**src/logic/lsm_pkg.sv**
```systemverilog
package lsm_pkg;

	// ==========================================================
	// Timing
	localparam int CLK_PERIOD_NS          = 10;
	localparam int DOMINANT_TIMEOUT_US    = 6000;
	localparam int DOMINANT_TIMEOUT_CYC   = (DOMINANT_TIMEOUT_US * 1000 + CLK_PERIOD_NS - 1)
		/ CLK_PERIOD_NS;
	localparam int TX_RELEASE_NS          = 10000;
	localparam int TX_RELEASE_CYC         = (TX_RELEASE_NS + CLK_PERIOD_NS - 1) / CLK_PERIOD_NS;
	localparam int IGNITION_DEBOUNCE_NS   = 160000;
	localparam int IGNITION_DEBOUNCE_CYC  = (IGNITION_DEBOUNCE_NS + CLK_PERIOD_NS - 1)
		/ CLK_PERIOD_NS;
	localparam int RESET_INTERVAL_US      = 4000;
	localparam int RESET_INTERVAL_CYC     = (RESET_INTERVAL_US * 1000 + CLK_PERIOD_NS - 1)
		/ CLK_PERIOD_NS;
	localparam int WAKE_FILTER_NS         = 30000;
	localparam int WAKE_FILTER_CYC        = WAKE_FILTER_NS / CLK_PERIOD_NS;
	localparam int BUS_WAKE_NS            = 30000;
	localparam int BUS_WAKE_CYC           = BUS_WAKE_NS / CLK_PERIOD_NS;
	localparam int TRIG_MIN_NS            = 1000;
	localparam int TRIG_MIN_CYC           = (TRIG_MIN_NS + CLK_PERIOD_NS - 1) / CLK_PERIOD_NS;
	localparam int WDOG_OSC_DIV           = 100;
	localparam int WDOG_TIMEOUT_TICKS     = 200;
	localparam int CNT_W                  = 24;

	// ==========================================================
	// Modes
	typedef enum logic [1:0] {
		LSM_FAILSAFE,
		LSM_NORMAL,
		LSM_SILENT,
		LSM_SLEEP
	} lsm_mode_t;

endpackage

```
**src/logic/lsm_filter.sv**
```systemverilog
// ==========================================================
// Three-flop input synchroniser with agree-to-change filter.
module lsm_filter #(
	parameter logic INIT = 1'b1
) (
	input  wire logic sys_clk,
	input  wire logic reset,
	input  wire logic pin_in,
	output logic      level
);

	logic s1_q;
	logic s2_q;
	logic s3_q;
	logic lvl_d;
	logic lvl_q;

	always_comb begin
		lvl_d = lvl_q;
		if (s2_q == s3_q) begin
			lvl_d = s3_q;
		end
	end

	always_ff @(posedge sys_clk) begin
		if (reset) begin
			s1_q  <= INIT;
			s2_q  <= INIT;
			s3_q  <= INIT;
			lvl_q <= INIT;
		end else begin
			s1_q  <= pin_in;
			s2_q  <= s1_q;
			s3_q  <= s2_q;
			lvl_q <= lvl_d;
		end
	end

	assign level = lvl_q;

endmodule // lsm_filter

```
**src/logic/lsm_core.sv**
```systemverilog
module lsm_core
	import lsm_pkg::*;
#(
	parameter int DOM_CYC  = DOMINANT_TIMEOUT_CYC,
	parameter int IGN_CYC  = IGNITION_DEBOUNCE_CYC,
	parameter int RES_CYC  = RESET_INTERVAL_CYC,
	parameter int WDOG_DIV = WDOG_OSC_DIV,
	parameter int WDOG_TO  = WDOG_TIMEOUT_TICKS
) (
	input  wire logic sys_clk,
	input  wire logic reset,
	input  wire logic txd_in,
	output logic      txd_out,
	output logic      txd_oe_n,
	input  wire logic lin_in,
	output logic      lin_out,
	output logic      lin_oe_n,
	output logic      rxd,
	input  wire logic enable,
	input  wire logic wake_n,
	input  wire logic ignition_in,
	input  wire logic wdog_trigger_n,
	input  wire logic wdog_debug,
	input  wire logic battery_supply_ok,
	input  wire logic vcc_undervoltage,
	output logic      ext_reg_inhibit,
	output logic      vcc_enable,
	output logic      combined_reset_n,
	output logic      combined_reset_oe_n,
	output lsm_mode_t mode
);

	// ==========================================================
	// Synchronised inputs
	logic tx_s;
	logic lin_s;
	logic en_s;
	logic wake_s;
	logic ign_s;
	logic trig_s;
	logic dbg_s;
	logic bat_s;
	logic uv_s;

	lsm_filter #(.INIT(1'b1)) u_tx   (.sys_clk(sys_clk), .reset(reset), .pin_in(txd_in),
		.level(tx_s));
	lsm_filter #(.INIT(1'b1)) u_lin  (.sys_clk(sys_clk), .reset(reset), .pin_in(lin_in),
		.level(lin_s));
	lsm_filter #(.INIT(1'b0)) u_en   (.sys_clk(sys_clk), .reset(reset), .pin_in(enable),
		.level(en_s));
	lsm_filter #(.INIT(1'b1)) u_wake (.sys_clk(sys_clk), .reset(reset), .pin_in(wake_n),
		.level(wake_s));
	lsm_filter #(.INIT(1'b0)) u_ign  (.sys_clk(sys_clk), .reset(reset), .pin_in(ignition_in),
		.level(ign_s));
	lsm_filter #(.INIT(1'b1)) u_trig (.sys_clk(sys_clk), .reset(reset),
		.pin_in(wdog_trigger_n), .level(trig_s));
	lsm_filter #(.INIT(1'b0)) u_dbg  (.sys_clk(sys_clk), .reset(reset), .pin_in(wdog_debug),
		.level(dbg_s));
	lsm_filter #(.INIT(1'b0)) u_bat  (.sys_clk(sys_clk), .reset(reset),
		.pin_in(battery_supply_ok), .level(bat_s));
	lsm_filter #(.INIT(1'b1)) u_uv   (.sys_clk(sys_clk), .reset(reset),
		.pin_in(vcc_undervoltage), .level(uv_s));

	function automatic logic [CNT_W-1:0] sat_inc(input logic [CNT_W-1:0] v);
		sat_inc = (v == {CNT_W{1'b1}}) ? v : v + 1'b1;
	endfunction

	// ==========================================================
	// State
	lsm_mode_t        mode_q, mode_d;
	logic             en_q, en_d;
	logic             ign_q, ign_d;
	logic             trig_q, trig_d;
	logic [CNT_W-1:0] dom_cnt_q, dom_cnt_d;
	logic [CNT_W-1:0] rel_cnt_q, rel_cnt_d;
	logic             dom_lock_q, dom_lock_d;
	logic [CNT_W-1:0] ign_cnt_q, ign_cnt_d;
	logic             ign_arm_q, ign_arm_d;
	logic [CNT_W-1:0] wake_cnt_q, wake_cnt_d;
	logic             wake_arm_q, wake_arm_d;
	logic [CNT_W-1:0] bus_cnt_q, bus_cnt_d;
	logic             bus_arm_q, bus_arm_d;
	logic [CNT_W-1:0] res_cnt_q, res_cnt_d;
	logic [CNT_W-1:0] trg_cnt_q, trg_cnt_d;
	logic [CNT_W-1:0] osc_cnt_q, osc_cnt_d;
	logic [CNT_W-1:0] wd_cnt_q, wd_cnt_d;
	logic             wd_fail_q, wd_fail_d;
	logic             local_wake_q, local_wake_d;
	logic             woke_q, woke_d;

	logic ign_wake;
	logic pin_wake;
	logic bus_wake;
	logic en_rise;
	logic en_fall;
	logic rst_low;
	logic lowpower;

	always_comb begin
		mode_d       = mode_q;
		en_d         = en_s;
		ign_d        = ign_s;
		trig_d       = trig_s;
		dom_cnt_d    = dom_cnt_q;
		rel_cnt_d    = rel_cnt_q;
		dom_lock_d   = dom_lock_q;
		ign_cnt_d    = ign_cnt_q;
		ign_arm_d    = ign_arm_q;
		wake_cnt_d   = wake_cnt_q;
		wake_arm_d   = wake_arm_q;
		bus_cnt_d    = bus_cnt_q;
		bus_arm_d    = bus_arm_q;
		res_cnt_d    = res_cnt_q;
		trg_cnt_d    = trg_cnt_q;
		osc_cnt_d    = osc_cnt_q;
		wd_cnt_d     = wd_cnt_q;
		wd_fail_d    = wd_fail_q;
		local_wake_d = local_wake_q;
		woke_d       = woke_q;
		en_rise      = en_s && !en_q;
		en_fall      = !en_s && en_q;
		lowpower     = (mode_q == LSM_SILENT) || (mode_q == LSM_SLEEP);
		ign_wake     = 1'b0;
		pin_wake     = 1'b0;
		bus_wake     = 1'b0;

		// Dominant time-out and release.
		if (!tx_s) begin
			rel_cnt_d = '0;
			dom_cnt_d = sat_inc(dom_cnt_q);
			if (dom_cnt_q >= CNT_W'(DOM_CYC)) begin
				dom_lock_d = 1'b1;
			end
		end else begin
			dom_cnt_d = '0;
			rel_cnt_d = sat_inc(rel_cnt_q);
			if (rel_cnt_q >= CNT_W'(TX_RELEASE_CYC)) begin
				dom_lock_d = 1'b0;
			end
		end

		// Ignition: only a rising edge arms the debounce; a steady high arms nothing.
		if (ign_s && !ign_q) begin
			ign_arm_d = 1'b1;
			ign_cnt_d = '0;
		end else if (!ign_s) begin
			ign_arm_d = 1'b0;
		end else if (ign_arm_q) begin
			ign_cnt_d = sat_inc(ign_cnt_q);
			if (ign_cnt_q >= CNT_W'(IGN_CYC)) begin
				ign_wake  = 1'b1;
				ign_arm_d = 1'b0;
			end
		end

		// Local wake: falling edge then low for the filter time.
		if (wake_s) begin
			wake_arm_d = 1'b1;
			wake_cnt_d = '0;
		end else if (wake_arm_q) begin
			wake_cnt_d = sat_inc(wake_cnt_q);
			if (wake_cnt_q >= CNT_W'(WAKE_FILTER_CYC)) begin
				pin_wake   = 1'b1;
				wake_arm_d = 1'b0;
			end
		end

		// Bus wake: dominant long enough, then the rising edge.
		if (!lin_s) begin
			bus_cnt_d = sat_inc(bus_cnt_q);
			if (bus_cnt_q >= CNT_W'(BUS_WAKE_CYC)) begin
				bus_arm_d = 1'b1;
			end
		end else begin
			bus_cnt_d = '0;
			bus_arm_d = 1'b0;
			bus_wake  = bus_arm_q;
		end

		// Mode control.
		rst_low = (res_cnt_q != '0) || uv_s || wd_fail_q;
		if (res_cnt_q != '0) begin
			res_cnt_d = res_cnt_q - 1'b1;
		end
		if (rst_low) begin
			mode_d = LSM_FAILSAFE;
		end else begin
			case (mode_q)
				LSM_FAILSAFE: begin
					if (en_s) begin
						mode_d = LSM_NORMAL;
					end
				end
				LSM_NORMAL: begin
					if (en_fall) begin
						mode_d = tx_s ? LSM_SILENT : LSM_SLEEP;
						woke_d = 1'b0;
					end
				end
				LSM_SILENT, LSM_SLEEP: begin
					if (!bat_s) begin
						mode_d = LSM_FAILSAFE;
					end else if (en_rise) begin
						mode_d = LSM_NORMAL;
					end else if (bus_wake || pin_wake || ign_wake) begin
						mode_d       = LSM_FAILSAFE;
						woke_d       = 1'b1;
						local_wake_d = pin_wake || ign_wake;
					end
				end
				default: mode_d = LSM_FAILSAFE;
			endcase
		end
		if (mode_q == LSM_NORMAL) begin
			woke_d       = 1'b0;
			local_wake_d = 1'b0;
		end

		// Watchdog on an oscillator time base; a short low is no trigger.
		osc_cnt_d = (osc_cnt_q >= CNT_W'(WDOG_DIV - 1)) ? '0 : osc_cnt_q + 1'b1;
		if (!trig_s) begin
			trg_cnt_d = trig_q ? CNT_W'(1) : sat_inc(trg_cnt_q);
		end else begin
			trg_cnt_d = '0;
		end
		if (dbg_s || lowpower || uv_s) begin
			wd_cnt_d  = '0;
			wd_fail_d = 1'b0;
		end else if (trg_cnt_q == CNT_W'(TRIG_MIN_CYC)) begin
			wd_cnt_d  = '0;
			wd_fail_d = 1'b0;
		end else if (osc_cnt_q == '0) begin
			wd_cnt_d = sat_inc(wd_cnt_q);
			if (wd_cnt_q >= CNT_W'(WDOG_TO)) begin
				wd_fail_d = 1'b1;
				wd_cnt_d  = '0;
			end
		end
	end

	always_ff @(posedge sys_clk) begin
		if (reset) begin
			mode_q       <= LSM_FAILSAFE;
			en_q         <= 1'b0;
			ign_q        <= 1'b0;
			trig_q       <= 1'b1;
			dom_cnt_q    <= '0;
			rel_cnt_q    <= '0;
			dom_lock_q   <= 1'b0;
			ign_cnt_q    <= '0;
			ign_arm_q    <= 1'b0;
			wake_cnt_q   <= '0;
			wake_arm_q   <= 1'b0;
			bus_cnt_q    <= '0;
			bus_arm_q    <= 1'b0;
			res_cnt_q    <= CNT_W'(RES_CYC);
			trg_cnt_q    <= '0;
			osc_cnt_q    <= '0;
			wd_cnt_q     <= '0;
			wd_fail_q    <= 1'b0;
			local_wake_q <= 1'b0;
			woke_q       <= 1'b0;
		end else begin
			mode_q       <= mode_d;
			en_q         <= en_d;
			ign_q        <= ign_d;
			trig_q       <= trig_d;
			dom_cnt_q    <= dom_cnt_d;
			rel_cnt_q    <= rel_cnt_d;
			dom_lock_q   <= dom_lock_d;
			ign_cnt_q    <= ign_cnt_d;
			ign_arm_q    <= ign_arm_d;
			wake_cnt_q   <= wake_cnt_d;
			wake_arm_q   <= wake_arm_d;
			bus_cnt_q    <= bus_cnt_d;
			bus_arm_q    <= bus_arm_d;
			res_cnt_q    <= res_cnt_d;
			trg_cnt_q    <= trg_cnt_d;
			osc_cnt_q    <= osc_cnt_d;
			wd_cnt_q     <= wd_cnt_d;
			wd_fail_q    <= wd_fail_d;
			local_wake_q <= local_wake_d;
			woke_q       <= woke_d;
		end
	end

	// ==========================================================
	// Outputs
	logic drive_dom_q;
	logic rxd_q;
	logic txd_oe_q;
	logic inh_q;
	logic vcc_q;
	logic rst_oe_q;

	always_ff @(posedge sys_clk) begin
		if (reset) begin
			drive_dom_q <= 1'b0;
			rxd_q       <= 1'b1;
			txd_oe_q    <= 1'b1;
			inh_q       <= 1'b0;
			vcc_q       <= 1'b1;
			rst_oe_q    <= 1'b0;
		end else begin
			// Battery-supply gating keeps a collapsing battery from sending junk frames.
			drive_dom_q <= (mode_q == LSM_NORMAL) && !tx_s && !dom_lock_q && bat_s;
			rxd_q       <= (mode_q == LSM_NORMAL) ? lin_s :
				(mode_q == LSM_SLEEP) ? 1'b0 : !woke_q;
			txd_oe_q    <= !((mode_q == LSM_FAILSAFE) && local_wake_q);
			inh_q       <= !lowpower && !uv_s && (res_cnt_q == '0 || !uv_s);
			vcc_q       <= (mode_q != LSM_SLEEP);
			rst_oe_q    <= !(uv_s || wd_fail_q || res_cnt_q != '0);
		end
	end

	assign lin_out             = 1'b0;
	assign lin_oe_n            = !drive_dom_q;
	assign rxd                 = rxd_q;
	assign txd_out             = 1'b0;
	assign txd_oe_n            = txd_oe_q;
	assign ext_reg_inhibit     = inh_q;
	assign vcc_enable          = vcc_q;
	assign combined_reset_n    = 1'b0;
	assign combined_reset_oe_n = rst_oe_q;
	assign mode                = mode_q;

endmodule // lsm_core

```
**config.mk**
```make
export PLATFORM = sky130hd
export DESIGN_NAME = lsm_core
export DESIGN_NICKNAME = d
export VERILOG_FILES = /design/src/logic/lsm_pkg.sv /design/src/logic/lsm_filter.sv /design/src/logic/lsm_core.sv
export SDC_FILE = /design/constraint.sdc
export NUM_CORES = 1
export LEC_CHECK = 0
export BUFFER_PORTS_ARGS = -buffer_cell sky130_fd_sc_hd__buf_2
export CORE_MARGIN = 5
export CORE_UTILIZATION = 54
export CTS_CLUSTER_DIAMETER = 200
export DETAILED_ROUTE_END_ITERATION = 6
export GPL_TIMING_DRIVEN = 1
export PLACE_DENSITY = 0.67
export SLEW_MARGIN = 15
export SYNTH_ARGS = -nofsm -noshare
export SYNTH_HDL_FRONTEND = slang
export SYNTH_HIERARCHICAL = 1
export SYNTH_SLANG_ARGS = --single-unit
```
**constraint.sdc**
```tcl
create_clock -name sys_clk -period 2.5 [get_ports sys_clk]
set_clock_uncertainty 0.05 [all_clocks]
set_input_delay 0.125 -clock sys_clk [delete_from_list [all_inputs] [get_ports sys_clk]]
set_output_delay 0.125 -clock sys_clk [all_outputs]
set_load 0.1 [all_outputs]
```
* After elaboration in Yosys (flattened, before gate mapping)
Index checks and enable logic that the tools add are counted.
Word-level totals: register bits 270, input port bits 11, output and inout port bits 11, word-level logic and storage cells 197
Cells by class: add/sub/neg operators 9, magnitude comparators 7, eq/ne operators 27, muxes and demuxes 31, bitwise operators 5, reduce and logical (&&, ||, !) cells 55
Operators by type and width (count):
- $add 24x1->24 const B | 8
- $eq 24x24->1 const B | 7
- $ge 24x12->1 const B | 2
- $logic_not 24->1 | 2
- $mux 24 | 2
- $eq 24x7->1 const B | 1
- $ge 24x10->1 const B | 1
- $ge 24x14->1 const B | 1
- $ge 24x20->1 const B | 1
- $ge 24x7->1 const B | 1
- $ge 24x8->1 const B | 1
- $reduce_bool 24->1 | 1
- $sub 24x1->24 const B | 1
- $mux 1 | 23
- $reduce_or 2->1 | 10
- $logic_not 1->1 | 11
- $logic_or 1x1->1 | 11
- $mux 2 | 5
- $eq 1x1->1 | 9
- $logic_and 1x1->1 | 9
- $ne 2x2->1 const B | 4
- $reduce_and 2->1 | 4
- $pmux 2 s3 | 1
- $reduce_and 3->1 | 2
- other kinds (9) | 16

* Longest topological paths before layout
Gate-level depths: netlist of run 1.
depth in word-level cells 10, depth in mapped cells 11

* Hierarchy
The synthesis of run 1 kept the hierarchy.
By module, submodules not included:
- lsm_core | times used 1, cells each 1236, area an instance 10535.1 sq um, sequential area each 4684.5 sq um
- lsm_filter at u_lin ... | times used 5, cells each 10, area an instance 115.1 sq um, sequential area each 80.1 sq um
- lsm_filter at u_bat ... | times used 4, cells each 10, area an instance 112.6 sq um, sequential area each 80.1 sq um

* Worst setup path after synthesis of run 1
No wires, ideal clock.
kind flip-flop to flip-flop, from register res_cnt_q[6], to register local_wake_q, library setup time 122 ps, data arrival time 2011 ps, setup slack 317 ps, cell stages (with the launch flop) 8, cell sequence dfxtp_1 > or3_1 > buf_2 > nor4_4 > nand4_4 > or4_4 > o211ai_1 > o21ai_1
Between the ends: word-level cells in the longest chain between the ends 5
RTL lines:
- start: declaration | line lsm_core.sv:83 | logic [CNT_W-1:0] res_cnt_q, res_cnt_d;
- start signal: assignment | line lsm_core.sv:256 | res_cnt_q <= CNT_W'(RES_CYC);
- start signal: assignment | line lsm_core.sv:277 | res_cnt_q <= res_cnt_d;
- $reduce_bool 24->1 | line lsm_core.sv:181 | rst_low = (res_cnt_q != '0) || uv_s || wd_fail_q;
- $logic_or 1x1->1 (2 in series) | line lsm_core.sv:181
- $not 1->1 (no line)
- $reduce_and 5->1 (no line)
- end signal: assignment | line lsm_core.sv:282 | local_wake_q <= local_wake_d;
- end: declaration | line lsm_core.sv:88 | logic local_wake_q, local_wake_d;
No other way between the ends. A chain may end at the register's enable or synchronous reset.

* Final worst setup path of run 1
from register res_cnt_q[6], to register res_cnt_q[9]
Between the ends: word-level cells in the longest chain between the ends 1
RTL lines (line):
- $sub 24x1->24 / $reduce_bool 24->1 (equally long branches) | lsm_core.sv:183, lsm_core.sv:182
Several ways; a longest one is shown, not always the timed one.

==> results of run 1 <==
## cells in the final DEF (no fill, tap or decap), types with 5 or more instances in the layout
cell type	instances
a21oi_1	43
dfxtp_1	270
o21ai_0	22
nor2b_1	17
dlygate4sd3_1	11
nor2_1	222
inv_1	46
and4_1	15
a211oi_1	6
nor3_1	60
xnor2_1	82
a31oi_1	27
o21bai_1	8
nand3b_1	6
nand3_1	61
nand2_1	76
or3_1	20
ha_1	17
nor4_2	6
nor4_1	36
and3_1	33
mux2i_1	9
xor2_1	50
or4_1	6
or2_2	11
clkinv_2	6
conb_1	20
buf_2	18
bufinv_16	8
or2_1	15
nand2b_1	5
clkbuf_16	29
nand4_1	50
o21ai_1	6
buf_4	23
and2_1	9
## power groups by stage
stage	logic [W]	clock network, W	registers [W]
finish	0.000254	0.00481	0.00441
global route	0.000289	0.00514	0.00442
CTS	0.000256	0.00494	0.00441
detailed placement	0.000242	0	0.00451
global placement	0.000236	0	0.00451
floorplan	0.000193	0	0.00450
## kinds of logic (layout without fill, tap and decap cells)
| logic type | after synthesis | in the layout |
|---|---|---|
| mux | 11 | 11 |
| fa+ha+maj | 17 | 17 |
| compound gates | 142 | 142 |
| xor+xnor | 132 | 132 |
| flops | 270 | 270 |
| simple gates | 666 | 666 |
| other cells | 1 | 20 |
| buf+inv | 87 | 152 |
## repair_timing
item | in CTS | in global routing
hold buffers | 11 | 0
setup buffers | 0 | 0
setup endpoints to repair | 0 | 0
hold endpoints to repair | 13 | 0
## cell usage after synthesis (6+ instances only)
| cell | number |
|---|---|
| dfxtp_1 | 270 |
| nor2_1 | 222 |
| xnor2_1 | 82 |
| nand2_1 | 76 |
| nand3_1 | 61 |
| nor3_1 | 60 |
| nand4_1 | 50 |
| xor2_1 | 50 |
| inv_1 | 46 |
| a21oi_1 | 43 |
| nor4_1 | 37 |
| and3_1 | 33 |
| clkbuf_1 | 31 |
| a31oi_1 | 27 |
| o21ai_0 | 22 |
| or3_1 | 20 |
| ha_1 | 17 |
| nor2b_1 | 17 |
| and4_1 | 15 |
| or2_1 | 15 |
| or2_2 | 11 |
| and2_1 | 9 |
| mux2i_1 | 9 |
| o21bai_1 | 8 |
| a211oi_1 | 6 |
| buf_2 | 6 |
| nand3b_1 | 6 |
| o21ai_1 | 6 |
| or4_1 | 6 |
## state kept, by name, indices dropped and copies added (netlist names), 2 cells and up
| register | flops |
|---|---|
| ign_cnt_q | 24 |
| bus_cnt_q | 24 |
| wd_cnt_q | 24 |
| res_cnt_q | 24 |
| trg_cnt_q | 24 |
| rel_cnt_q | 24 |
| dom_cnt_q | 24 |
| mode | 2 |
| wake_cnt_q | 24 |
| osc_cnt_q | 24 |
## cell type report
type                            count  area [µm²]  area share [%]
Sequential cell                   270        5405           40.69
Multi-Input combinational cell    988        5888           44.32
Clock buffer                       33       770.7           5.801
Tap cell                          275       344.1           2.590
Inverter                           46       172.7           1.300
Timing Repair Buffer               52       372.9           2.807
Clock inverter                     21       331.6           2.496
## worst register-to-register path, stage by stage (launching register included)
cell and delay (ns):
dfxtp_1 0.33, or3_1 0.50, nor4_4 0.33, a41o_1 0.49
nor3_1 0.09, or3b_1 0.36
## worst paths after layout
path / to / slack (ns) / startpoint
min reg2reg: u_uv/s2_q$_SDFF_PP1_ / 0.36 / u_uv/s1_q$_SDFF_PP1_
max: res_cnt_q[9]$_SDFFE_PP1N_ / 0.23 / res_cnt_q[6]$_SDFFE_PP0N_
min: u_tx/s1_q$_SDFF_PP1_ / 0.25 / txd_in
max reg2reg: res_cnt_q[9]$_SDFFE_PP1N_ / 0.23 / res_cnt_q[6]$_SDFFE_PP0N_
## routing by layer
layer | routed length (µm) | GRT usage (%) | part of all wire (%) | vias up
met5 | 0 | 0 | 0 | -
met4 | 422 | 4.298 | 1.9 | 0
met3 | 820 | 3.402 | 3.8 | 32
met2 | 9707 | 29.37 | 44 | 98
met1 | 10870 | 25.61 | 50 | 4104
li1 | - | - | - | 4736
## stage by stage
| step | utilization, % | instance area, µm² | worst slack, ns | power, W | hold slack, ns |
|---|---|---|---|---|---|
| 6_report | 63.20 | 13290 | 0.2285 | 0.009482 | 0.2496 |
| 3_5_place_dp | 57.43 | 12070 | 0.2446 | 0.004750 | 0.2572 |
| 2_1_floorplan | - | 11630 | 0.3166 | 0.004691 | 0.1441 |
| 3_3_place_gp | 57.43 | 12070 | 0.3233 | 0.004743 | 0.2570 |
| 4_1_cts | 63.20 | 13290 | 0.2271 | 0.009610 | 0.2224 |
| 5_1_grt | 63.20 | 13290 | 0.08345 | 0.009847 | 0.2444 |
==> reports/qor.csv, run 1 <==
metric,value,unit
min_path_type,input port to flop,
ys_ff_latch,270,
final.min_clock_period,2.271,ns
drt_iter0_drc,336,
cts.sinks,270,
grt_pass1_wl,39290,µm
dr_total_vias,8970,
core.rowCount,53,
netSwitchingPower,0.001959,W
synthMuxAreaShare,0.9740,%
p_leak,4.532,nW
drt.antenna.violating_nets,0,
rsz0062_at_grt,no,
relSlewSlack,47.59,%
seqPwrFrac,46.5,%
synth_top_family_by_area,simple AND/OR/NAND/NOR gates,
clkPwrFrac,50.8,%
ctsResizeCount,0,
intPower,0.007524,W
avgSynthCellArea,8.719,µm²
route.detailed.drc,0,
crit_fanout,13,
ios,22,
synthAdderAreaFrac,1.840,%
io_buffers,18,
critPathKind,flop to flop,
num-nets-final,1415,
clk_latency,0.54,ns
dieArea,24440,µm²
synth_edf_count,0,
status,completed,
yosysWarningCount,6,
yosys-top-cells-area,"dfxtp_1, nor2_1, xnor2_1",
ys_seq_area_share,46.75,%
first_pass_iters,4,
dp.cells,1620,
cpPeakStageDelay,0.50,ns
crit_required,2.87,ns
crit_arrival,2.64,ns
slowest_stage,or3_1,
vdd_drop_max,0.5925,mV
cp.depth,5,
switching_share,20.66,%
dp_hpwl,14610,µm
grt_start_max_net_pins,33,
period_share,90.86,%
die_w,156.3,µm
clockBufferDepth,3,
drv_cap,0,
async_reset_ff_share,0,%
num_antenna_cells,0,
fillers,1814,
critPathLaunchType,flop,
clkTransAtPathRegs,0.06,ns
synthesis.area,11560,µm²
p_comb_share,2.7,%
htreeDepth,1,
synthCells,1326,
critPathCaptureType,flop,
hold_viol,0,
critPathTopFamily,simple AND/OR/NAND/NOR gates,
ys_types,63,
start_util,55.00,%
synth-main-ff-cell,dfxtp_1,
area_growth,14.91,%
grt_util_all_layers,18.26,%
cts_root_buf,clkbuf_16,
via_per_inst,5.323,
grt_overflow,0,
die_y,156.3,µm
synth_simple_gate_area_share,29.65,%
crit_chain,or3_1 -> nor4_4 -> a41o_1 -> nor3_1 -> or3b_1,
final_cells,1685,
wire_per_inst,12.95,µm
maxSlewViolCount,0,
synth_compound_area_share,7.760,%
reg2reg_depth,5,
grt_pass1_vias,8610,
worst_pin_slew,0.7861,ns
setup_viol,0,
drt_wl_total,21820,µm
hold_depth,3,
layout-drive-gt1-share,8.652,%
core_area,21020,µm²
tritoncts,done,
synth_top_area_share,46.75,%
gp_congestion,0.8466,
tns,0,ns
synth_top_cell_by_area,dfxtp_1,
grt_antenna_before_repair,0,
critPathBufInv,0,
power_density,713.7,nW/µm²
yosys.area_share.xor_xnor,10.00,%
fmax,440.2,MHz
cts_made_buffers,29,
No activity file was read; power rests on OpenSTA's default activity.
==> run 2, diff against run 1 <==
Settings changed: CORE_UTILIZATION 54 to 55, PLACE_DENSITY 0.67 to 0.68.
==> run 2 against run 1 <==
- final area shrank 1.0%
- critical path depth is the same
- combinational power grew 2%
- maximum frequency grew 1.1%
- total power shrank 6.7%
- die area shrank 1.7%
- critical path type unchanged
- critical endpoint unchanged
- largest power group is now registers
==> reports/qor.csv, run 2 (same netlist as run 1, synthesis figures left out) <==
metric,value,unit,change
report.power.total,0.008844,W,-6.7%
crit_fanout,13,,unchanged
wire_per_inst,13.05,µm,+0.81%
status,completed,,
clk_latency,0.54,ns,about the same
mostFrequentLayoutCells,"dfxtp_1, nor2_1, xnor2_1",,
drv_cap,0,,unchanged
critPathTopFamily,simple AND/OR/NAND/NOR gates,,
crit_chain,or3_1 -> nor4_4 -> a41o_1 -> nor3_1 -> or3b_1,,
vdd_drop_max,0.6144,mV,+3.7%
die_w,155.0,µm,-0.85%
tns,0,ns,unchanged
grt_antenna_before_repair,1,,+1
reg2reg_depth,5,,unchanged
dieArea,24020,µm²,-1.7%
rsz0062_at_grt,no,,
cts.sinks,270,,unchanged
ff2ff_setup_slack,0.25,ns,+0.02 ns
fmax,445.0,MHz,+1.1%
clockBufferDepth,3,,unchanged
grt_util_all_layers,18.21,%,-0.046 points
cts_made_buffers,29,,unchanged
gp_congestion,0.8410,,-0.66%
grt_pass1_vias,8478,,-1.5%
area_growth,13.73,%,
critPathKind,flop to flop,,
critPathCaptureType,flop,,
drt_iter0_drc,384,,+14%
period_share,89.88,%,-0.98 points
route.detailed.drc,0,,unchanged
intPower,0.006956,W,-7.5%
relSlewSlack,56.88,%,+9.3 points
netSwitchingPower,0.001888,W,-3.6%
place_area,12100,µm²,+0.19%
grt_pass1_wl,38700,µm,-1.5%
critPathBufInv,0,,unchanged
crit_required,2.87,ns,about the same
cts_setup_buffers,0,,unchanged
hold_depth,3,,unchanged
final.min_clock_period,2.247,ns,-0.02444 ns
dp_slack,0.2578,ns,+0.01317 ns
htreeDepth,1,,unchanged
final_common_cell,dfxtp_1,,
dr_total_vias,9035,,+0.72%
cts_root_buf,clkbuf_16,,
num-nets-final,1417,,+0.14%
slowest_stage,or3_1,,
p_leak,4.476,nW,-1.3%
first_pass_iters,4,,unchanged
dp_hpwl,14850,µm,+1.6%
core_area,20890,µm²,-0.63%
tritoncts,done,,
crit_arrival,2.61,ns,-0.03 ns
core.rowCount,53,,unchanged
stdcell_area,13150,µm²,-1.0%
setup_viol,0,,unchanged
drt_wl_total,22030,µm,+0.99%
hold_viol,0,,unchanged
p_comb_share,2.9,%,+0.2 points
final_cells,1688,,+0.18%
critPathLaunchType,flop,,
cp.depth,5,,unchanged
seqPwrFrac,49.9,%,+3.4 points
grt_start_max_net_pins,27,,-18%
start_util,55.35,%,+0.35 points
die_y,155.0,µm,-0.85%
ios,22,,unchanged
grt_overflow,0,,unchanged
power_density,672.6,nW/µm²,-5.8%
clkPwrFrac,47.2,%,-3.6 points
via_per_inst,5.352,,+0.55%
dp.cells,1623,,+0.19%
min_path_type,input port to flop,,
clkTransAtPathRegs,0.06,ns,about the same
io_buffers,18,,unchanged
maxSlewViolCount,0,,unchanged
drt.antenna.violating_nets,0,,unchanged
cpPeakStageDelay,0.49,ns,about the same
switching_share,21.35,%,+0.69 points
setup_slack,0.2530,ns,+0.02444 ns
worst_pin_slew,0.6425,ns,-0.1437 ns
layout-drive-gt1-share,8.711,%,+0.059 points
[run 2: power by group through the flow]
| stage | Sequential (W) | Combinational (W) | Clock, W |
|---|---|---|---|
| floorplan | 0.00450 | 0.000193 | 0 |
| global placement | 0.00451 | 0.000244 | 0 |
| detailed placement | 0.00451 | 0.000247 | 0 |
| CTS | 0.00441 | 0.000261 | 0.00430 |
| global route | 0.00442 | 0.000290 | 0.00448 |
| finish | 0.00441 | 0.000260 | 0.00417 |
[run 2: routing by layer]
layer  global-route usage [%]  wire length, µm  vias to the layer above
met5                        0                0                        -
met4                    4.373              328                        0
met3                    2.976              719                       27
met2                    29.67             9954                       95
met1                    25.44            11030                     4168
li1                         -                -                     4745
[run 2: repair_timing]
| action | CTS | global route |
|---|---|---|
| endpoints found under the hold margin | 16 | 0 |
| gates resized for setup | 0 | 0 |
| hold buffers | 10 | 0 |
[run 2: per-stage QoR]
step	hold WS (ns)	util, %
3_5_place_dp	0.2590	57.90
3_3_place_gp	0.2509	57.90
4_1_cts	0.2265	62.93
5_1_grt	0.2374	62.95
2_1_floorplan	0.1441	-
6_report	0.2462	62.95
[run 2: worst register-to-register path, delay by kind of cell (launching register included)]
family          cells  cell delay (ns)
compound gates      1             0.49
flops               1             0.33
simple gates        4             1.25
[run 2: final timing paths]
path / from / endpoint
max: res_cnt_q[6]$_SDFFE_PP0N_ / res_cnt_q[9]$_SDFFE_PP1N_
min: lin_in / u_lin/s1_q$_SDFF_PP1_
max reg2reg: res_cnt_q[6]$_SDFFE_PP0N_ / res_cnt_q[9]$_SDFFE_PP1N_
min reg2reg: u_trig/s1_q$_SDFF_PP1_ / u_trig/s2_q$_SDFF_PP1_
[run 2: layout make-up]
cell class | count | area [µm²]
diodes | 1 | 2.502
clock inverters | 17 | 145.1
fillers | 1863 | 7740
inverters | 46 | 172.7
flip-flops and latches | 270 | 5405
repair buffers | 54 | 385.4
multi-input cells | 988 | 5888
well taps | 275 | 344.1
clock buffers | 37 | 805.8
==> run 3, diff against run 2 <==
Settings changed: CORE_UTILIZATION 55 to 45, CTS_BUF_LIST set to sky130_fd_sc_hd__clkbuf_16, PLACE_DENSITY 0.68 to 0.57.
==> run 3 against run 2 <==
- setup slack improved by 0.035 ns
- clock power rose by 12%
- routed wire length increased by 2.1%
- non-clock buffer count is 1 higher
- final area grew 1.5%
- combinational power down 3%
- highest routed layer unchanged
==> reports/qor.csv, run 3 (same netlist as run 1, synthesis figures left out) <==
metric,value,unit,change
period_share,88.49,%,-1.4 points
drt_wl_total,22490,µm,+2.1%
drt.antenna.violating_nets,0,,unchanged
worst_pin_slew,0.7725,ns,+0.1300 ns
fillers,2388,,+28%
grt_overflow,0,,unchanged
area_growth,15.39,%,
grt_start_max_net_pins,25,,-7.4%
ios,22,,unchanged
clkTransAtPathRegs,0.06,ns,about the same
crit_fanout,23,,+10
wire_per_inst,12.89,µm,-1.3%
grt_util_all_layers,15.47,%,-2.7 points
drv_cap,0,,unchanged
final.min_clock_period,2.212,ns,-0.03468 ns
p_leak,4.510,nW,+0.76%
grt_pass1_wl,39130,µm,+1.1%
grt_antenna_before_repair,0,,-1
die_y,170.3,µm,+9.9%
crit_arrival,2.57,ns,-0.04 ns
setup_viol,0,,unchanged
num-nets-final,1419,,+0.14%
core_area,25250,µm²,+21%
hold_viol,0,,unchanged
io_buffers,18,,unchanged
start_util,45.78,%,-9.6 points
via_per_inst,5.167,,-3.5%
report.power.total,0.009325,W,+5.4%
holdWs,0.2453,ns,-0.0009840 ns
first_pass_iters,5,,+1
ctsResizeCount,0,,unchanged
dp_hpwl,15240,µm,+2.6%
relSlewSlack,48.15,%,-8.7 points
critPathCaptureType,flop,,
postLayoutCoreUtil,52.82,%,-10 points
tritoncts,done,,
rsz0062_at_grt,no,,
vdd_drop_max,0.4858,mV,-21%
tns,0,ns,unchanged
cts_root_buf,clkbuf_16,,
clk_latency,0.54,ns,about the same
maxSlewViolCount,0,,unchanged
crit_required,2.86,ns,about the same
dieArea,29000,µm²,+21%
gp_congestion,0.7745,,-7.9%
htreeDepth,1,,unchanged
status,completed,,
cts.sinks,270,,unchanged
core.rowCount,58,,+9.4%
cts_made_buffers,30,,+3.4%
dr_total_vias,9016,,-0.21%
die_w,170.3,µm,+9.9%
drt_iter0_drc,423,,+10%
power_density,699.0,nW/µm²,+3.9%
final_common_cell,dfxtp_1,,
mostFrequentLayoutCells,"dfxtp_1, nor2_1, xnor2_1",,
critPathKind,flop to flop,,
critPathLaunchType,flop,,
route.detailed.drc,0,,unchanged
fmax,452.0,MHz,+1.6%
layout-drive-gt1-share,8.975,%,+0.26 points
clockBufferDepth,3,,unchanged
num_antenna_cells,0,,-1
grt_pass1_vias,8397,,-0.96%
min_path_type,input port to flop,,
==> run 3: cell count changes in the layout (fill, tap and decap cells not counted), sizes merged <==
cell	before	now
clkinvlp	1	8
bufinv	2	6
diode	1	0
clkbuf	37	31
buf	44	45
clkinv	13	10
==> run 3: layer usage <==
layer | GRT usage, % | wire length (µm) | vias up
met5 | 0 | 0 | -
met3 | 2.973 | 766 | 32
met1 | 21.84 | 11620 | 4150
met2 | 24.40 | 9627 | 85
li1 | - | - | 4749
met4 | 4.063 | 482 | 0
==> run 3: through the flow <==
step / instance area (µm²) / setup WS, ns / instances
final: 13340 / 0.2876 / 1745
after floorplan: 11630 / 0.3166 / 1345
after detailed placement: 12170 / 0.2744 / 1679
after global placement: 12170 / 0.3108 / 1679
after CTS: 13340 / 0.2599 / 1745
after global routing: 13340 / 0.06245 / 1745
==> run 3: report_power, final <==
group	internal [W]	total, W	switching [W]
Sequential	0.00437	0.00441	0.0000453
Clock	0.00287	0.00466	0.00179
Combinational	0.0000995	0.000252	0.000152
Total	0.00734	0.00933	0.00198
==> run 3: area by class of cell <==
type / count / area (µm²) / area share [%]
clock inverters: 25 / 292.8 / 2.195
flip-flops and latches: 270 / 5405 / 40.52
clock buffers: 31 / 775.7 / 5.815
well taps: 330 / 412.9 / 3.095
repair buffers: 55 / 392.9 / 2.945
inverters: 46 / 172.7 / 1.294
multi-input cells: 988 / 5888 / 44.14
==> run 3: worst paths after layout <==
path / slack (ns) / cells past startpoint / startpoint / to
hold reg to reg: 0.36 / 1 / u_wake/s1_q$_SDFF_PP1_ / u_wake/s2_q$_SDFF_PP1_
setup / recovery: 0.29 / 8 / osc_cnt_q[0]$_SDFF_PP0_ / wd_cnt_q[18]$_SDFFE_PP0P_
setup reg to reg: 0.29 / 8 / osc_cnt_q[0]$_SDFF_PP0_ / wd_cnt_q[18]$_SDFFE_PP0P_
hold / removal: 0.25 / 3 / lin_in / u_lin/s1_q$_SDFF_PP1_
==> run 3: what timing repair did <==
item,in CTS,in global routing
buffers inserted,0,0
hold endpoints to repair,12,0
hold buffers,10,0
==> run 3: worst max-delay path, stage by stage, from the launching register on <==
cell and delay, ns:
dfxtp_1 0.33, inv_1 0.06, ha_1 0.14, nor3b_1 0.22, nand4_1 0.19, or2_2 0.41
nor2_1 0.16, or2_2 0.42, nor2_1 0.10
